--- src/smsp_defs.svh ---
// constants of the byte-wide serial port: offsets, fields, counts
// assumes a 32-bit AHB-Lite bus and a 100 MHz system clock
`ifndef SMSP_DEFS_SVH
`define SMSP_DEFS_SVH

// ==========================================================
// register offsets
`define SMSP_OFF_CTRL 8'h00
`define SMSP_OFF_STAT 8'h04
`define SMSP_OFF_DATA 8'h08

// ==========================================================
// control fields
`define SMSP_CTRL_IRQEN 7
`define SMSP_CTRL_ON 6
`define SMSP_CTRL_LSB 5
`define SMSP_CTRL_CONTROLLER_SELECT 4
`define SMSP_CTRL_CLOCK_IDLE_LEVEL 3
`define SMSP_CTRL_CLOCK_SAMPLE_PHASE 2
`define SMSP_CTRL_RATE_HI 1
`define SMSP_CTRL_RATE_LO 0

// ==========================================================
// status fields
`define SMSP_STAT_DONE 7
`define SMSP_STAT_WRITE_COLLISION_FLAG 6
`define SMSP_STAT_DBL 0

// ==========================================================
// reset values
`define SMSP_CTRL_RST 8'h00
`define SMSP_DBL_RST 1'b0
`define SMSP_SYNC_RST 4'h8

// ==========================================================
// half sck period minus one, in system clocks, then the last edge and bit indices
`define SMSP_HALF_M1_DIV4 6'h01
`define SMSP_HALF_M1_DIV16 6'h07
`define SMSP_HALF_M1_DIV64 6'h1f
`define SMSP_HALF_M1_DIV128 6'h3f
`define SMSP_HALF_M1_DIV2 6'h00
`define SMSP_HALF_M1_DIV8 6'h03
`define SMSP_HALF_M1_DIV32 6'h0f
`define SMSP_LAST_EDGE 4'hf
`define SMSP_LAST_BIT 3'h7

`endif

--- src/smsp_pkg.sv ---
// types shared by the serial port and its pin synchroniser
// assumes smsp_defs.svh is on the include path
package smsp_pkg;

  typedef enum logic {
    SMSP_SLAVE = 1'b0,
    SMSP_MASTER = 1'b1
  } smsp_role_t;

  typedef struct packed {
    logic [3:0] s1;
    logic [3:0] s2;
    logic [3:0] s3;
    logic [3:0] filt;
  } smsp_sync_t;

  typedef struct packed {
    logic [7:0] ctrl;
    logic rateDouble;
    logic done;
    logic write_collision_flag;
    logic armed;
    logic busy;
    logic [7:0] sh;
    logic [7:0] rxBuf;
    logic txBit;
    logic [3:0] edgeCnt;
    logic [5:0] divCnt;
    logic [2:0] bitCnt;
    logic sckPrev;
    logic pend;
    logic wr;
    logic [7:0] addr;
    logic [31:0] hrdata;
    logic hready;
    logic hresp;
    logic sckO;
    logic sckOe;
    logic mosiO;
    logic mosiOe;
    logic misoO;
    logic misoOe;
    logic irq;
  } smsp_state_t;

endpackage

--- src/smsp_sync.sv ---
// three-stage pin synchroniser with agreement filter
// assumes inputs come straight from pins, any timing
`timescale 1ns/10ps
`include "smsp_defs.svh"
module smsp_sync (
  // clock and reset
  input wire logic clk,
  input wire logic sys_rst,
  // pins in, filtered levels out
  input wire logic [3:0] pinIn,
  output logic [3:0] pinOut
);
  import smsp_pkg::*;

  smsp_sync_t s_q;
  smsp_sync_t s_d;

  // ========================================================
  // stages: the first stage feeds only the second
  always_comb begin
    s_d = s_q;
    s_d.s1 = pinIn;
    s_d.s2 = s_q.s1;
    s_d.s3 = s_q.s2;
    for (int i = 0; i < 4; i++) begin
      if (s_q.s2[i] == s_q.s3[i]) begin
        s_d.filt[i] = s_q.s3[i];
      end
    end
  end

  always_ff @(posedge clk or posedge sys_rst) begin
    if (sys_rst) begin
      s_q <= '0;
      s_q.s1 <= `SMSP_SYNC_RST;
      s_q.s2 <= `SMSP_SYNC_RST;
      s_q.s3 <= `SMSP_SYNC_RST;
      s_q.filt <= `SMSP_SYNC_RST;
    end else begin
      s_q <= s_d;
    end
  end

  assign pinOut = s_q.filt;

endmodule

--- src/smsp_port.sv ---
// byte-wide full-duplex serial port, master or slave, on AHB-Lite
// assumes pin direction bits come from the port logic outside;
// our enables below already include them
//
// The AHB-Lite interface to the registers and the address map were left to the implementer.
`timescale 1ns/10ps
`include "smsp_defs.svh"
module smsp_port (
  // clock and reset
  input wire logic clk,
  input wire logic sys_rst,
  // AHB-Lite slave
  input wire logic hsel,
  input wire logic [31:0] haddr,
  input wire logic [1:0] htrans,
  input wire logic hwrite,
  input wire logic [2:0] hsize,
  input wire logic [31:0] hwdata,
  input wire logic hready,
  output logic [31:0] hrdata,
  output logic hreadyout,
  output logic hresp,
  // cpu side
  input wire logic globalIrqEn,
  input wire logic irqAck,
  output logic irq,
  // user direction bits of the four pins
  input wire logic ddrMosi,
  input wire logic ddrMiso,
  input wire logic ddrSck,
  input wire logic ddrSs,
  // pins
  input wire logic mosiI,
  output logic mosiO,
  output logic mosiOe,
  input wire logic misoI,
  output logic misoO,
  output logic misoOe,
  input wire logic sckI,
  output logic sckO,
  output logic sckOe,
  input wire logic ssI
);
  import smsp_pkg::*;

  smsp_state_t s_q;
  smsp_state_t s_d;
  logic [3:0] pinSync;
  logic ssF;
  logic sckF;
  logic mosiF;
  logic misoF;

  // ========================================================
  // pin synchronisers
  smsp_sync u_sync (
    .clk(clk),
    .sys_rst(sys_rst),
    .pinIn({ssI, sckI, mosiI, misoI}),
    .pinOut(pinSync)
  );

  assign ssF = pinSync[3];
  assign sckF = pinSync[2];
  assign mosiF = pinSync[1];
  assign misoF = pinSync[0];

  // ========================================================
  // helpers
  function automatic logic [5:0] halfM1(input logic dbl,
                                        input logic [1:0] rate);
    logic [5:0] r;
    r = `SMSP_HALF_M1_DIV4;
    case ({dbl, rate})
      3'h0: r = `SMSP_HALF_M1_DIV4;
      3'h1: r = `SMSP_HALF_M1_DIV16;
      3'h2: r = `SMSP_HALF_M1_DIV64;
      3'h3: r = `SMSP_HALF_M1_DIV128;
      3'h4: r = `SMSP_HALF_M1_DIV2;
      3'h5: r = `SMSP_HALF_M1_DIV8;
      3'h6: r = `SMSP_HALF_M1_DIV32;
      3'h7: r = `SMSP_HALF_M1_DIV64;
      default: r = `SMSP_HALF_M1_DIV4;
    endcase
    return r;
  endfunction

  function automatic logic firstBit(input logic [7:0] sh,
                                    input logic lsb);
    return lsb ? sh[0] : sh[7];
  endfunction

  function automatic logic [7:0] shiftIn(input logic [7:0] sh,
                                         input logic b,
                                         input logic lsb);
    return lsb ? {b, sh[7:1]} : {sh[6:0], b};
  endfunction

  // ========================================================
  // next state
  always_comb begin
    logic on;
    logic lsb;
    logic clock_idle_level;
    logic clock_sample_phase;
    smsp_role_t role;
    logic dataWr;
    logic dataAcc;
    logic statRd;
    logic doneSet;
    logic leading;
    logic sampleNow;
    logic sckRise;
    logic sckFall;
    logic [7:0] shv;
    on = 1'b0;
    lsb = 1'b0;
    clock_idle_level = 1'b0;
    clock_sample_phase = 1'b0;
    role = SMSP_SLAVE;
    dataWr = 1'b0;
    dataAcc = 1'b0;
    statRd = 1'b0;
    doneSet = 1'b0;
    leading = 1'b0;
    sampleNow = 1'b0;
    sckRise = 1'b0;
    sckFall = 1'b0;
    shv = 8'h00;
    s_d = s_q;
    s_d.hresp = 1'b0;

    // ------------------------------------------------------
    // bus data phase: one wait state, then the answer
    if (s_q.pend) begin
      s_d.pend = 1'b0;
      s_d.hready = 1'b1;
      s_d.hrdata = 32'h0000_0000;
      if (s_q.wr) begin
        case (s_q.addr)
          `SMSP_OFF_CTRL: s_d.ctrl = hwdata[7:0];
          `SMSP_OFF_STAT: s_d.rateDouble = hwdata[`SMSP_STAT_DBL];
          `SMSP_OFF_DATA: begin
            dataWr = 1'b1;
            dataAcc = 1'b1;
          end
          default: ;
        endcase
      end else begin
        case (s_q.addr)
          `SMSP_OFF_CTRL: s_d.hrdata = {24'h00_0000, s_q.ctrl};
          `SMSP_OFF_STAT: begin
            statRd = 1'b1;
            s_d.hrdata = {24'h00_0000, s_q.done, s_q.write_collision_flag,
                          5'h00, s_q.rateDouble};
          end
          `SMSP_OFF_DATA: begin
            dataAcc = 1'b1;
            s_d.hrdata = {24'h00_0000, s_q.rxBuf};
          end
          default: ;
        endcase
      end
    end
    if (hsel && htrans[1] && hready) begin
      s_d.pend = 1'b1;
      s_d.hready = 1'b0;
      s_d.wr = hwrite;
      s_d.addr = haddr[7:0];
      if (haddr[31:8] != 24'h00_0000) begin
        s_d.addr = 8'hff;
      end
    end

    // ------------------------------------------------------
    // flag clearing; any set further down wins
    if (dataAcc && s_q.armed) begin
      s_d.done = 1'b0;
      s_d.write_collision_flag = 1'b0;
      s_d.armed = 1'b0;
    end
    if (statRd && (s_q.done || s_q.write_collision_flag)) begin
      s_d.armed = 1'b1;
    end
    if (irqAck) begin
      s_d.done = 1'b0;
    end

    // engine runs on the settings in force this cycle
    on = s_q.ctrl[`SMSP_CTRL_ON];
    lsb = s_q.ctrl[`SMSP_CTRL_LSB];
    clock_idle_level = s_q.ctrl[`SMSP_CTRL_CLOCK_IDLE_LEVEL];
    clock_sample_phase = s_q.ctrl[`SMSP_CTRL_CLOCK_SAMPLE_PHASE];
    role = smsp_role_t'(s_q.ctrl[`SMSP_CTRL_CONTROLLER_SELECT]);
    sckRise = sckF && !s_q.sckPrev;
    sckFall = !sckF && s_q.sckPrev;
    s_d.sckPrev = sckF;
    shv = s_q.sh;

    // ------------------------------------------------------
    // serial engine
    if (!on) begin
      // nothing shifts while the port is off
      s_d.busy = 1'b0;
      s_d.edgeCnt = 4'h0;
      s_d.divCnt = 6'h00;
      s_d.bitCnt = 3'h0;
      s_d.sckO = clock_idle_level;
      if (dataWr) begin
        s_d.sh = hwdata[7:0];
        s_d.txBit = firstBit(hwdata[7:0], lsb);
      end
    end else if (role == SMSP_MASTER) begin
      if (!ddrSs && !ssF) begin
        // another master selected us: back off at once
        s_d.ctrl[`SMSP_CTRL_CONTROLLER_SELECT] = 1'b0;
        doneSet = 1'b1;
        s_d.busy = 1'b0;
        s_d.edgeCnt = 4'h0;
        s_d.divCnt = 6'h00;
        s_d.sckO = clock_idle_level;
        if (dataWr) begin
          s_d.sh = hwdata[7:0];
          s_d.txBit = firstBit(hwdata[7:0], lsb);
        end
      end else if (s_q.busy) begin
        if (dataWr) begin
          s_d.write_collision_flag = 1'b1;
        end
        if (s_q.divCnt == halfM1(s_q.rateDouble,
                                 s_q.ctrl[1:0])) begin
          s_d.divCnt = 6'h00;
          s_d.sckO = !s_q.sckO;
          leading = !s_q.edgeCnt[0];
          sampleNow = leading ^ clock_sample_phase;
          if (sampleNow) begin
            // miso lags the pin by the synchroniser depth
            shv = shiftIn(s_q.sh, misoF, lsb);
            s_d.sh = shv;
          end else begin
            s_d.txBit = firstBit(s_q.sh, lsb);
          end
          s_d.edgeCnt = s_q.edgeCnt + 4'h1;
          if (s_q.edgeCnt == `SMSP_LAST_EDGE) begin
            s_d.busy = 1'b0;
            s_d.edgeCnt = 4'h0;
            s_d.rxBuf = shv;
            doneSet = 1'b1;
          end
        end else begin
          s_d.divCnt = s_q.divCnt + 6'h01;
        end
      end else begin
        s_d.sckO = clock_idle_level;
        if (dataWr) begin
          s_d.sh = hwdata[7:0];
          s_d.txBit = firstBit(hwdata[7:0], lsb);
          s_d.busy = 1'b1;
          s_d.divCnt = 6'h00;
          s_d.edgeCnt = 4'h0;
        end
      end
    end else begin
      // slave: select high holds shifter logic in reset
      s_d.sckO = clock_idle_level;
      if (ssF) begin
        s_d.bitCnt = 3'h0;
        s_d.busy = 1'b0;
        s_d.txBit = firstBit(s_q.sh, lsb);
        if (dataWr) begin
          s_d.sh = hwdata[7:0];
          s_d.txBit = firstBit(hwdata[7:0], lsb);
        end
      end else begin
        if (dataWr && s_q.busy) begin
          s_d.write_collision_flag = 1'b1;
        end else if (dataWr) begin
          s_d.sh = hwdata[7:0];
          s_d.txBit = firstBit(hwdata[7:0], lsb);
        end
        if (sckRise || sckFall) begin
          leading = clock_idle_level ? sckFall : sckRise;
          sampleNow = leading ^ clock_sample_phase;
          s_d.busy = 1'b1;
          if (sampleNow) begin
            shv = shiftIn(s_q.sh, mosiF, lsb);
            s_d.sh = shv;
            s_d.bitCnt = s_q.bitCnt + 3'h1;
            if (s_q.bitCnt == `SMSP_LAST_BIT) begin
              s_d.rxBuf = shv;
              s_d.busy = 1'b0;
              doneSet = 1'b1;
            end
          end else begin
            s_d.txBit = firstBit(s_q.sh, lsb);
          end
        end
      end
    end

    if (doneSet) begin
      s_d.done = 1'b1;
    end

    // ------------------------------------------------------
    // registered pin controls and interrupt
    s_d.irq = s_d.ctrl[`SMSP_CTRL_IRQEN] && s_d.done
              && globalIrqEn;
    s_d.mosiO = s_d.txBit;
    s_d.misoO = s_d.txBit;
    // select is never driven here; as an output it is plain port
    // logic outside
    s_d.sckOe = s_d.ctrl[`SMSP_CTRL_ON]
                && s_d.ctrl[`SMSP_CTRL_CONTROLLER_SELECT] && ddrSck;
    s_d.mosiOe = s_d.ctrl[`SMSP_CTRL_ON]
                 && s_d.ctrl[`SMSP_CTRL_CONTROLLER_SELECT] && ddrMosi;
    s_d.misoOe = s_d.ctrl[`SMSP_CTRL_ON]
                 && !s_d.ctrl[`SMSP_CTRL_CONTROLLER_SELECT]
                 && !ssF && ddrMiso;
  end

  // ========================================================
  // state register
  always_ff @(posedge clk or posedge sys_rst) begin
    if (sys_rst) begin
      s_q <= '0;
      s_q.ctrl <= `SMSP_CTRL_RST;
      s_q.rateDouble <= `SMSP_DBL_RST;
      s_q.hready <= 1'b1;
    end else begin
      s_q <= s_d;
    end
  end

  // ========================================================
  // outputs, all straight from the state register
  assign hrdata = s_q.hrdata;
  assign hreadyout = s_q.hready;
  assign hresp = s_q.hresp;
  assign irq = s_q.irq;
  assign mosiO = s_q.mosiO;
  assign mosiOe = s_q.mosiOe;
  assign misoO = s_q.misoO;
  assign misoOe = s_q.misoOe;
  assign sckO = s_q.sckO;
  assign sckOe = s_q.sckOe;

endmodule

--- config.mk ---
export PLATFORM = sky130hd
export DESIGN_NAME = smsp_port
export DESIGN_NICKNAME = d
export VERILOG_FILES = /design/src/smsp_pkg.sv /design/src/smsp_sync.sv /design/src/smsp_port.sv
export VERILOG_INCLUDE_DIRS = /design/src /design/src/src
export SDC_FILE = /design/constraint.sdc
export NUM_CORES = 1
export LEC_CHECK = 0
export BUFFER_PORTS_ARGS = -buffer_cell sky130_fd_sc_hd__buf_2
export CORE_ASPECT_RATIO = 1.5
export CORE_MARGIN = 10
export CORE_UTILIZATION = 35
export DETAILED_ROUTE_END_ITERATION = 7
export PLACE_DENSITY = 0.65
export SLEW_MARGIN = 5
export SYNTH_ARGS = -nofsm -noshare
export SYNTH_HDL_FRONTEND = slang
export SYNTH_SLANG_ARGS = --single-unit
--- constraint.sdc ---
create_clock -name clk -period 2.5 [get_ports clk]
set_input_delay 0.25 -clock clk [delete_from_list [all_inputs] [get_ports clk]]
set_output_delay 0.25 -clock clk [all_outputs]
set_load 0.02 [all_outputs]
==> reports/metrics.csv <==
stage,metric,value,unit
outcome,outcome,"complete, but fails checks",
outcome,failing checks,negative hold slack,
critical_path,critical path's top delay family,compound AO/OA/AOI/OAI gates,
detailed_routing,remaining antenna violation count after routing,0,
yosys,Ys Warns,0,
yosys,number of synthesized flops with an enable pin,0,
clocking,Num CTS Buffers,9,
floorplanning,Die W,117.8,um
yosys,cell area after synthesis,5026,um^2
clocking,Clock Tree Root,clkbuf_16,
timing,setup ws final,0.08976,ns
finish,area delta synth->final,18.40,%
clocking,CTS tree,built,
critical_path,CP bufs+invs,0,
clocking,worst-case clock buffer depth,2,
yosys,asr flop ratio synth,1.000,
timing,WHS,-0.006082,ns
clocking,H-Tree Depth,3,
detailed_routing,First-pass DRT Iterations,5,
power_and_ir_drop,total power,3.403,mW
detailed_routing,routed wire length,14560,um
floorplanning,Die Y,166.8,um
finish,Fillers,1420,
floorplanning,row cnt,53,
detailed_routing,vias,4352,
power_and_ir_drop,power per cell area,571.9,nW/um^2
yosys,sequential-to-total area share from yosys stat,0.4195,
finish,# diodes,0,
yosys,post-synthesis sequential element count,84,
yosys,Unique masters post-synth,64,
floorplanning,num ports,125,
timing,fin crit period,2.410,ns
finish,fin util,0.4233,
clocking,hold_buf cts,0,
critical_path,WP data required,2.78,ns
finish,most frequent cells in the layout,"dfrtp_1, buf_2, nand2_1, nor2_1, buf_4",
place,input/output buffers,71,
finish,FF/Latch Area,2112,um^2
timing,Final Hold Violating Endpoints,14,
place,pre-CTS setup slack,0.01567,ns
clocking,clk slew on worst S/H paths,0.07,ns
yosys,"Primary FF master, synth",dfrtp_1,
grt,GRT Overall Usage,0.1490,
clocking,latest clock arrival within the worst-skew pair,0.34,ns
grt,GRT overflow,0,
timing,Tcrit/Tclk final,0.9641,
timing,Worst Clk Skew,0.01029,ns
critical_path,crit-path max cell delay,0.53,ns
critical_path,CP Capture Type,flop,
timing,final number of max-transition violations,0,
detailed_routing,vias per cell,5.346,
grt,vias in the first global route,4662,
timing,final setup violation count,0,
critical_path,CP Max Fanout,11,
detailed_routing,First DRT Iteration DRCs,294,
finish,layout cells sized above 1,0.2347,
grt,largest net degree at the start of global routing,85,
finish,"commonest non-fill, non-tap cell in the layout",dfrtp_1,
timing,Tightest Pin Transition,0.7484,ns
place,gpl congestion,0.9071,
power_and_ir_drop,VDD IR max,0.3272,mV
flow_run,max-cap viol count,0,
critical_path,Worst Path Arrival,2.69,ns
floorplanning,initial core utilization,0.3575,
critical_path,worst-path cell chain,nor2_1 > a211o_1 > a221o_2 > or4_1 > a221oi_1 > o31a_1,
grt,number of antenna violations at the first check in global routing,0,
timing,RSZ-0062 raised after global routing,false,
critical_path,slowest CP cell,or4_1,
clocking,Sink Count,84,
critical_path,CP Launch Type,flop,
critical_path,Setup CP Type,flop to flop,
power_and_ir_drop,leakage power,2.690,nW
finish,multi-input combinational cell area,2526,um^2
floorplanning,area of the die,19650,um^2
timing,Worst slew margin,0.5011,
detailed_routing,Remaining DRCs,0,
yosys,Syn Inst Count,538,
finish,Nets,707,
floorplanning,area of the core,14060,um^2
grt,first-pass GRT wire length,24190,um
place,DP HPWL,11190,um
detailed_routing,Wirelength per Cell,17.89,um
timing,TNS Setup,0,ns
timing,FMAX,414.9,MHz
worst_hold_path,Hold Crit Class,input pin to asynchronous set/reset pin,
yosys,Mean Syn Cell Area,9.342,um^2
-- cells by family (layout without fill, tap and decap cells) --
| kind of cell | after synthesis | after routing | synth area share |
|---|---|---|---|
| AND/OR/NAND/NOR | 171 | 171 | 0.1710 |
| AO/OA/AOI/OAI | 128 | 128 | 0.1743 |
| buffers and inverters | 87 | 147 | 0.09609 |
| flip-flops | 84 | 84 | 0.4195 |
| multiplexers | 49 | 49 | 0.1016 |
| adder cells (fa/ha/maj) | 10 | 10 | 0.02290 |
| XOR/XNOR | 8 | 8 | 0.01394 |
| other | 1 | 25 | 0.0007461 |
-- tightest hold or removal path: stages --
cell      delay, ns
buf_2          0.10
clkinv_2       0.05
buf_12         0.35
-- per-stage QoR --
step / area [um^2] / instances
4_1_cts: 5947 / 814
3_3_place_gp: 5614 / 798
3_5_place_dp: 5614 / 798
2_1_floorplan: 5116 / 562
5_1_grt: 5951 / 814
6_report: 5951 / 814
-- metal layers --
metal  up-vias  wire (um)  track usage
li1       2052          -            -
met1      2050       5770       0.1701
met2       213       7248       0.2559
met3        37       1052      0.03384
met4         0        486      0.07335
met5         -          0            0
-- registers in the layout, summed over array words and instances (netlist names) --
name,flops
misoOe,1
u_sync.s_q,4
irq,1
u_sync.s_d,8
s_q,53
sckOe,1
mosiOe,1
hrdata,8
hreadyout,1
u_sync.pinOut,4
sckO,1
misoO,1
-- power breakdown --
group          leakage [nW]  total (mW)  switching, mW  internal [mW]
Combinational          1.49       0.446          0.266          0.180
Sequential             1.04        1.48         0.0648           1.41
Clock                 0.163        1.48          0.588          0.893
Total                  2.69        3.40          0.919           2.48
-- path summary, 6_finish.rpt --
path,startpoint,end,slack [ns],cells past startpoint
worst max-delay path,s_q[86],s_q[78],0.09,6
worst min-delay path,sys_rst,u_sync.s_q[6],-0.006,3
worst max register to register,s_q[86],s_q[78],0.09,6
worst min register to register,u_sync.s_d[10],u_sync.s_d[6],0.35,0
max in group asynchronous,sys_rst,hreadyout,2.13,3
min in group clk,mosiI,u_sync.s_d[9],0.01,1
-- synthesized netlist by cell type, types with 9 or more instances --
| cell type | instances | area [um^2] |
|---|---|---|
| mux2i_1 | 33 | 330.3 |
| buf_4 | 35 | 262.8 |
| a21oi_1 | 34 | 170.2 |
| o21ai_0 | 16 | 80.08 |
| nor2b_1 | 11 | 68.82 |
| clkbuf_1 | 19 | 71.32 |
| o22ai_1 | 11 | 68.82 |
| dfrtp_1 | 79 | 1977 |
| nand3_1 | 22 | 110.1 |
| nor4_1 | 9 | 56.30 |
| nor2_1 | 43 | 161.4 |
| nand2_1 | 43 | 161.4 |
| inv_1 | 20 | 75.07 |
-- timing repair --
item	4_1_cts	5_1_grt
setup endpoints to repair	2	7
pin swaps	0	0
buffers inserted	0	0
hold endpoints to repair	0	0
gates resized for setup	1	3
-- cell type report --
class,count,share of cell area
clock buffer,9,0.03785
clock inverter,7,0.01787
inverter,21,0.01346
multi-input combinational,391,0.4245
sequential,84,0.3549
tap,192,0.04037
timing repair buffer,110,0.1110
Note: power is estimated with default switching activity, not from simulation.
